===== src/asrc_consts.svh =====
`ifndef ASRC_CONSTS_SVH
`define ASRC_CONSTS_SVH
// ----------------------------------------------------------------
// clock and memory timing (slow speed grade, also safe for the fast one)
// ----------------------------------------------------------------
`define ASRC_CLK_NS 5
`define ASRC_T_RC_NS 70
`define ASRC_T_WC_NS 70
`define ASRC_T_CW_NS 70
`define ASRC_T_AW_NS 70
`define ASRC_T_WP_NS 35
`define ASRC_T_DW_NS 30
`define ASRC_T_AA_NS 70
`define ASRC_T_CHZ_NS 35
`define ASRC_T_OHZ_NS 30
// least times round up to whole cycles
`define ASRC_CEIL(ns) (((ns) + `ASRC_CLK_NS - 1) / `ASRC_CLK_NS)
`define ASRC_RC_CYC `ASRC_CEIL(`ASRC_T_RC_NS)
`define ASRC_WC_CYC `ASRC_CEIL(`ASRC_T_WC_NS)
`define ASRC_WP_CYC `ASRC_CEIL(`ASRC_T_WP_NS)
`define ASRC_DW_CYC `ASRC_CEIL(`ASRC_T_DW_NS)
`define ASRC_AA_CYC `ASRC_CEIL(`ASRC_T_AA_NS)
`define ASRC_FLOAT_CYC `ASRC_CEIL(`ASRC_T_CHZ_NS)
// two synchroniser stages on the byte lines
`define ASRC_SYNC_CYC 2
`define ASRC_ADDR_RST 21'h00_0000
`define ASRC_BYTE_RST 8'h00
`endif


===== src/asrc_pkg.sv =====
package asrc_pkg;
	typedef logic [20:0] asrc_addr_t;
	typedef logic [7:0] asrc_byte_t;
	typedef logic [4:0] asrc_cnt_t;
	typedef enum logic [2:0] {
		ST_IDLE,
		ST_WRITE,
		ST_WEND,
		ST_READ,
		ST_RFLOAT,
		ST_RETAIN,
		ST_RECOVER
	} asrc_state_t;
endpackage


===== src/asrc_timer.sv =====
`timescale 1ns/1ps
// ----------------------------------------------------------------
// down counter: load a value, o_zero once it has run out
// ----------------------------------------------------------------
module asrc_timer (
	// clock and reset
	input wire logic i_mclk,
	input wire logic i_rst,
	// control
	input wire logic i_load,
	input wire asrc_pkg::asrc_cnt_t i_value,
	// status
	output logic o_zero
);
	import asrc_pkg::*;
	asrc_cnt_t cnt_q;
	asrc_cnt_t cnt_d;

	// load wins over counting so a new phase always starts fresh
	always_comb begin
		cnt_d = cnt_q;
		if (i_load) begin
			cnt_d = i_value;
		end else if (cnt_q != 5'h0) begin
			cnt_d = cnt_q - 5'h1;
		end
	end

	always_ff @(posedge i_mclk) begin
		if (i_rst) begin
			cnt_q <= 5'h0;
		end else begin
			cnt_q <= cnt_d;
		end
	end

	assign o_zero = (cnt_q == 5'h0);
endmodule // asrc_timer


===== src/asrc_ctrl.sv =====
`timescale 1ns/1ps
`include "asrc_consts.svh"
module asrc_ctrl (
	// clock and reset
	input wire logic i_mclk,
	input wire logic i_rst,
	// user request
	input wire logic i_req,
	input wire logic i_wr,
	input wire asrc_pkg::asrc_addr_t i_addr,
	input wire asrc_pkg::asrc_byte_t i_wdata,
	input wire logic i_retain,
	// user answer
	output logic o_ready,
	output logic o_done,
	output asrc_pkg::asrc_byte_t o_rdata,
	output logic o_retained,
	// memory pins
	output asrc_pkg::asrc_addr_t o_word_address_lines,
	output logic o_select_low_active_n,
	output logic o_select_high_active,
	output logic o_we_n,
	output logic o_oe_n,
	output asrc_pkg::asrc_byte_t o_byte_lines_out,
	output logic o_byte_lines_oe_n,
	input wire asrc_pkg::asrc_byte_t i_byte_lines_in
);
	import asrc_pkg::*;

	// ----------------------------------------------------------------
	// byte line synchroniser
	// ----------------------------------------------------------------
	asrc_byte_t dq_s1_q;
	asrc_byte_t dq_s2_q;

	// pin data is asynchronous to i_mclk; only the second stage is read
	always_ff @(posedge i_mclk) begin
		if (i_rst) begin
			dq_s1_q <= `ASRC_BYTE_RST;
			dq_s2_q <= `ASRC_BYTE_RST;
		end else begin
			dq_s1_q <= i_byte_lines_in;
			dq_s2_q <= dq_s1_q;
		end
	end

	// ----------------------------------------------------------------
	// phase timer
	// ----------------------------------------------------------------
	logic tmr_load;
	asrc_cnt_t tmr_value;
	logic tmr_zero;

	asrc_timer u_timer (
		.i_mclk(i_mclk),
		.i_rst(i_rst),
		.i_load(tmr_load),
		.i_value(tmr_value),
		.o_zero(tmr_zero)
	);

	// ----------------------------------------------------------------
	// access sequencer
	// ----------------------------------------------------------------
	asrc_state_t state_q, state_d;
	asrc_addr_t addr_q, addr_d;
	asrc_byte_t wdata_q, wdata_d;
	asrc_byte_t rdata_q, rdata_d;
	logic sel_n_q, sel_n_d;
	logic sel_hi_q, sel_hi_d;
	logic we_n_q, we_n_d;
	logic oe_n_q, oe_n_d;
	logic dq_oe_n_q, dq_oe_n_d;
	logic done_q, done_d;
	logic ready_q, ready_d;
	logic retained_q, retained_d;

	// next pin levels; all pins leave flops so edges line up on one clock
	always_comb begin
		state_d = state_q;
		addr_d = addr_q;
		wdata_d = wdata_q;
		rdata_d = rdata_q;
		sel_n_d = 1'b1;
		sel_hi_d = 1'b0;
		we_n_d = 1'b1;
		oe_n_d = 1'b1;
		dq_oe_n_d = 1'b1;
		done_d = 1'b0;
		retained_d = 1'b0;
		tmr_load = 1'b0;
		tmr_value = 5'h0;
		case (state_q)
			ST_IDLE: begin
				// retention takes priority over new requests
				if (i_retain) begin
					state_d = ST_RETAIN;
					retained_d = 1'b1;
				end else if (i_req && i_wr) begin
					// selects and strobe fall on the same edge: memory stays floating
					state_d = ST_WRITE;
					addr_d = i_addr;
					wdata_d = i_wdata;
					sel_n_d = 1'b0;
					sel_hi_d = 1'b1;
					we_n_d = 1'b0;
					dq_oe_n_d = 1'b0;
					tmr_load = 1'b1;
					tmr_value = 5'(`ASRC_WC_CYC - 1);
				end else if (i_req) begin
					// address goes out on the selecting edge itself
					state_d = ST_READ;
					addr_d = i_addr;
					sel_n_d = 1'b0;
					sel_hi_d = 1'b1;
					oe_n_d = 1'b0;
					tmr_load = 1'b1;
					tmr_value = 5'(`ASRC_AA_CYC + `ASRC_SYNC_CYC - 1);
				end
			end
			ST_WRITE: begin
				sel_n_d = 1'b0;
				sel_hi_d = 1'b1;
				we_n_d = 1'b0;
				dq_oe_n_d = 1'b0;
				if (tmr_zero) begin
					// strobe and selects end together; data kept one more cycle
					state_d = ST_WEND;
					sel_n_d = 1'b1;
					sel_hi_d = 1'b0;
					we_n_d = 1'b1;
				end
			end
			ST_WEND: begin
				state_d = ST_IDLE;
				done_d = 1'b1;
			end
			ST_READ: begin
				sel_n_d = 1'b0;
				sel_hi_d = 1'b1;
				oe_n_d = 1'b0;
				if (tmr_zero) begin
					// access time plus synchroniser delay has passed
					state_d = ST_RFLOAT;
					rdata_d = dq_s2_q;
					done_d = 1'b1;
					sel_n_d = 1'b1;
					sel_hi_d = 1'b0;
					oe_n_d = 1'b1;
					tmr_load = 1'b1;
					tmr_value = 5'(`ASRC_FLOAT_CYC - 1);
				end
			end
			ST_RFLOAT: begin
				// memory may still drive; the host keeps off the bus meanwhile
				if (tmr_zero) begin
					state_d = ST_IDLE;
				end
			end
			ST_RETAIN: begin
				retained_d = 1'b1;
				if (!i_retain) begin
					state_d = ST_RECOVER;
					tmr_load = 1'b1;
					tmr_value = 5'(`ASRC_RC_CYC - 1);
				end
			end
			ST_RECOVER: begin
				if (tmr_zero) begin
					state_d = ST_IDLE;
				end
			end
			default: begin
				state_d = ST_IDLE;
			end
		endcase
		ready_d = (state_d == ST_IDLE) && !i_retain;
	end

	// register stage only
	always_ff @(posedge i_mclk) begin
		if (i_rst) begin
			state_q <= ST_IDLE;
			addr_q <= `ASRC_ADDR_RST;
			wdata_q <= `ASRC_BYTE_RST;
			rdata_q <= `ASRC_BYTE_RST;
			sel_n_q <= 1'b1;
			sel_hi_q <= 1'b0;
			we_n_q <= 1'b1;
			oe_n_q <= 1'b1;
			dq_oe_n_q <= 1'b1;
			done_q <= 1'b0;
			ready_q <= 1'b0;
			retained_q <= 1'b0;
		end else begin
			state_q <= state_d;
			addr_q <= addr_d;
			wdata_q <= wdata_d;
			rdata_q <= rdata_d;
			sel_n_q <= sel_n_d;
			sel_hi_q <= sel_hi_d;
			we_n_q <= we_n_d;
			oe_n_q <= oe_n_d;
			dq_oe_n_q <= dq_oe_n_d;
			done_q <= done_d;
			ready_q <= ready_d;
			retained_q <= retained_d;
		end
	end

	// outputs straight from flops
	assign o_word_address_lines = addr_q;
	assign o_select_low_active_n = sel_n_q;
	assign o_select_high_active = sel_hi_q;
	assign o_we_n = we_n_q;
	assign o_oe_n = oe_n_q;
	assign o_byte_lines_out = wdata_q;
	assign o_byte_lines_oe_n = dq_oe_n_q;
	assign o_done = done_q;
	assign o_rdata = rdata_q;
	assign o_ready = ready_q;
	assign o_retained = retained_q;
endmodule // asrc_ctrl


===== config.mk =====
export PLATFORM = sky130hd
export DESIGN_NAME = asrc_ctrl
export DESIGN_NICKNAME = d
export VERILOG_FILES = /design/src/asrc_pkg.sv /design/src/asrc_timer.sv /design/src/asrc_ctrl.sv
export VERILOG_INCLUDE_DIRS = /design/src
export SDC_FILE = /design/constraint.sdc
export NUM_CORES = 1
export LEC_CHECK = 0
export ABC_AREA = 1
export ABC_CLOCK_PERIOD_IN_PS = 3700
export BUFFER_PORTS_ARGS = -buffer_cell sky130_fd_sc_hd__buf_2
export CORE_ASPECT_RATIO = 1.2
export CORE_MARGIN = 2
export CORE_UTILIZATION = 53
export DETAILED_ROUTE_END_ITERATION = 6
export GPL_ROUTABILITY_DRIVEN = 0
export HOLD_SLACK_MARGIN = 0.08
export PLACE_DENSITY = 0.81
export SLEW_MARGIN = 20
export SYNTH_ARGS = -nofsm -noshare
export SYNTH_HDL_FRONTEND = slang
export SYNTH_HIERARCHICAL = 1
export SYNTH_SLANG_ARGS = --single-unit

===== constraint.sdc =====
create_clock -name i_mclk -period 3.7 [get_ports i_mclk]
set_clock_uncertainty 0.1 [all_clocks]
set_input_delay 0 -clock i_mclk [delete_from_list [all_inputs] [get_ports i_mclk]]
set_output_delay 0 -clock i_mclk [all_outputs]
set_load 0.01 [all_outputs]

**After elaboration in Yosys (flattened, before gate mapping)**

Cells that the tools add are included.

- Register bits: 69
- Input port bits: 42
- Output and inout bits: 45

- $add $sub $neg: 1
- Eq/ne operators: 6
- Muxes and demuxes: 40
- Bitwise gates (word level): 1
- Reductions and logical operators: 14

Operators by type and width:

| kind | count |
|---|---|
| two-way mux 21 bit | 2 |
| two-way mux 3 bit | 8 |
| two-way mux 4 bit | 4 |
| case mux 3 bit (5 select lines) | 1 |
| two-way mux 1 bit | 14 |
| case mux 1 bit (2 select lines) | 7 |
| case mux 4 bit (3 select lines) | 1 |
| two-way mux 5 bit | 2 |
| equality test 3 bit, second input constant | 3 |
| equality test 3 x 2 -> 1 bit, second input constant | 2 |
| zero test 3 bit | 2 |
| AND reduction 3 bit | 2 |
| zero test 5 bit | 1 |
| nonzero test 5 bit | 1 |
| subtractor 5 x 1 -> 5 bit, second input constant | 1 |
| nonzero test 2 bit | 2 |
| OR reduction 2 bit | 2 |
| equality test 3 x 1 -> 1 bit, second input constant | 1 |
| case mux 1 bit (3 select lines) | 1 |
| logical AND 1 bit | 2 |
| AND reduction 2 bit | 1 |
| zero test 1 bit | 1 |
| NOT 1 bit | 1 |

**Longest topological paths before layout**

- Depth after elaboration: 6
- Depth in mapped cells: 12
- Mapped depth without buffers: 11

**Cells and area by module**

Netlist, hierarchy kept.

Modules (own cells, without submodules):

| module | times used | cells an instance | area each (um^2) | sequential area each (um^2) |
|---|---|---|---|---|
| asrc_ctrl | 1 | 285 | 2292.2 | 1281.2 |
| asrc_timer | 1 | 42 | 290.3 | 100.1 |

**Worst setup path after synthesis**

OpenSTA, ideal clock, no wires.

- Path type: register -> register
- From: register u_timer.cnt_q[0]
- To: register u_timer.cnt_q[0]
- Data arrival time: 1.691 ns
- Slack: 1.793 ns
- Cell stages (with the launch flop): 12
- Path buffers: 1
- Period minus slack after synthesis: 1.907 ns
- Cells stage by stage: dfxtp_1 inv_1 ha_1 nand3_2 clkinv_2 nand4_1 buf_2 nand3_1 inv_2 nand4_1 o21ai_0 nor2_1

- Cells in the longest elaborated chain, start to end: 4
- Elaborated cells on any way between the ends: 8
- Classes of those cells: 1 x add/sub; 4 x mux; 3 x reduce/logical

Ends and longest elaborated chain:

| item | line | source |
|---|---|---|
| start: declaration | asrc_timer.sv:16 | `asrc_cnt_t cnt_q;` |
| start signal: assignment | asrc_timer.sv:33 | `cnt_q <= cnt_d;` |
| zero test 5 bit * | asrc_timer.sv:37 | `assign o_zero = (cnt_q == 5'h0);` |
| net tmr_zero | asrc_ctrl.sv:52 | `logic tmr_zero;` |
| two-way mux 1 bit * | asrc_ctrl.sv:142 | `if (tmr_zero) begin` |
| case mux 1 bit (3 select lines) * | asrc_ctrl.sv:93 | `case (state_q)` |
| net tmr_load | asrc_ctrl.sv:50 | `logic tmr_load;` |
| two-way mux 5 bit / nonzero test 2 bit (equally long branches) | -- |  |

The timed path passes the listed nets; every way through them passes the cells marked *. The select of a mux whose other input is x is not followed.
A chain may end at the register's enable or synchronous reset.

==> out/metrics.cfg <==
[worst_setup_path]
crit_slowest_cell=sky130_fd_sc_hd__inv_1
cp_common_cell=sky130_fd_sc_hd__dlygate4sd3_1
timing.critical_path.to_type=register
cp_cell_sequence=dlygate4sd3_1 > buf_2 > inv_1 > o21ai_0 > dlygate4sd3_1 > nor2_1 > dlygate4sd3_1
crit_path_max_incr_delay_ns=0.83
critical_path_class=input port to register
cp_data_required_time_ns=3.88
start_kind=input port
maximum_fanout_along_the_worst_path=40
crit_arrival_ns=3.21

[timing]
max_freq_mhz=330
period_share=0.818
final-hold-violation-count=0
final_layout_setup_total_negative_slack_ns=0
final_max_slew_viol_count=0
worst_slew_pin_slew_ns=1.04
finalWorstPathRequiredPeriod_ns=3.03
final_number_of_setup_violating_endpoints=0
worst_hold_check_slack_ns=0.312
grt_setup_unrepaired=false
worst_slew_margin_rel=0.305

[floorplanning]
fp.dieW_um=67.7
die_height_um=80.5
io-pin-count=87
fp-row-count=27
placeableCoreArea_mm2=0.00463
initial_utilization=0.558
design.die.area_mm2=0.00545

[clock_network]
htreeDepth=3
cts.repair_timing.setup_buffer_count=0
cts_tree=built
cts.repair.resized=0
clk_pin_slew_ns=0.07
clockRootBuffer=sky130_fd_sc_hd__clkbuf_8
ctsLongestPathBuffers=2
clock_sinks=69
tritoncts.num_buffers=9
clock_latency_ns=0.34

[synthesis]
synthesis.nets=370
post_synth_inst_count=327
synth-seq-area-share=0.535
synth.yosys.warnings=6
postSynthRegisterBits=69
yosys.cell_types.count=30
syn_area_per_cell_um2=7.90
mappedNetlistArea_mm2=0.00258

[power_and_ir_drop]
p_leak_nw=1.92
ir_drop_v=0.000466
totalPowerFinal_mw=2.29
power.density_cell_area_mw_per_mm2=594

[final_layout]
final_layout_size_suffix_gt1_frac=0.245
finalNetCount=523
final_cell_count_no_fill=544
mostFrequentLayoutCell=sky130_fd_sc_hd__nor2_1
layout-area-overhead-vs-synth_pct=49.5
most-common-layout-cells=90 x sky130_fd_sc_hd__nor2_1, 86 x sky130_fd_sc_hd__buf_2, 69 x sky130_fd_sc_hd__dfxtp_1
final_area_mm2=0.00386
fill_cells=228

[drt]
antenna_violating_nets_post_route=0
initial_detailed_routing_violation_count=244
drcViolationCount=0
overall_routed_net_length_um=8440
num_vias=2877
first_pass_iters=5
routedWlPerCell_um=15.5
route.detailed.vias_per_inst=5.29

[min_path]
worst_min_path_class=register to register

[outcome]
status=complete, no violations

[place]
detailed_placement_wirelength_estimate_um=3690
dpl.cell_count=460
number_of_port_buffers=86
placement.cell_area_mm2=0.00302

[global_route]
global_route.overflow_total=0
first_pass_grt_wire_length_um=13400
largest_net_degree_at_the_start_of_global_routing=41
global_route_total_usage_across_every_layer=0.335
number_of_antenna_violations_at_the_first_check_in_global_routing=1
vias_in_the_first_global_route=2910

[run]
timing.max_cap.violations=0

## layout make-up
class,instances,area (um2),share of cell area
diodes,1,2.50,0.000648
flip-flops and latches,69,1380,0.358
multi-input cells,203,953,0.247
repair buffers,154,1110,0.287
clock inverters,1,5.00,0.00130
inverters,43,170,0.0441
clock buffers,15,166,0.0431
well taps,58,72.6,0.0188
## registers in the layout (all words and copies together) (netlist names)
signal,count
o_select_low_active_n,1
o_byte_lines_oe_n,1
o_oe_n,1
o_done,1
o_rdata,8
state_q,3
o_ready,1
u_timer/cnt_q,5
o_byte_lines_out,8
o_select_high_active,1
o_word_address_lines,21
dq_s1_q,8
o_retained,1
o_we_n,1
dq_s2_q,8
## per-stage QoR
stage	util	setup WS, ns
2_1_floorplan	-	1.79
3_3_place_gp	0.652	1.67
3_5_place_dp	0.652	1.59
4_1_cts	0.833	0.873
5_1_grt	0.834	0.473
6_report	0.834	0.672
## synth_stat cells, drive strengths merged
cell type  instances  share of area
nand3             11          0.025
clkbuf             6         0.0087
o211ai             1         0.0029
nand2             27          0.046
nor2              99           0.16
dfxtp             69           0.53
buf                6          0.021
conb               1         0.0015
xor2               1         0.0034
a21oi             15          0.031
o21ai             40          0.078
o21bai             1         0.0029
nor3               1         0.0019
inv               41          0.061
nand3b             1         0.0029
nand4              4         0.0097
ha                 1         0.0048
clkinv             2         0.0053
## logic make-up after synthesis
group                    count (synthesis)  share of synthesized area
adder cells (fa/ha/maj)                  1                    0.00484
AND/OR/NAND/NOR                        143                      0.246
XOR/XNOR                                 1                    0.00339
other                                    1                    0.00145
buffers and inverters                   55                     0.0959
flip-flops                              69                      0.535
AO/OA/AOI/OAI                           57                      0.114
## metal layers
| layer | vias up | track usage | share of wire |
|---|---|---|---|
| li1 | 1327 | - | - |
| met1 | 1327 | 0.335 | 0.34 |
| met2 | 173 | 0.594 | 0.52 |
| met3 | 50 | 0.0784 | 0.071 |
| met4 | 0 | 0.233 | 0.062 |
| met5 | - | 0 | 0 |
## critical path, delay by kind of cell
family	cells	cell delay, ns
AOI/OAI and AO/OA	1	0.27
and+or+nand+nor	1	0.09
buffers and inverters	5	2.84
## worst paths after layout
check             start                  end  slack (ns)  cells after the start
max reg2reg  state_q[2]  o_byte_lines_out[7]        0.86                      8
max               i_rst  o_byte_lines_out[7]        0.67                      7
min          dq_s1_q[3]           dq_s2_q[3]        0.31                      2
min reg2reg  dq_s1_q[3]           dq_s2_q[3]        0.31                      2
## report_power, final
part           internal [mW]  switching [mW]
Sequential             0.871          0.0823
Clock                  0.281           0.270
Combinational          0.302           0.487
## repair_timing
item,in CTS,in global routing
hold endpoints to repair,57,0
setup endpoints to repair,0,0
hold buffers,67,0
No activity file was read; power rests on OpenSTA's default activity.
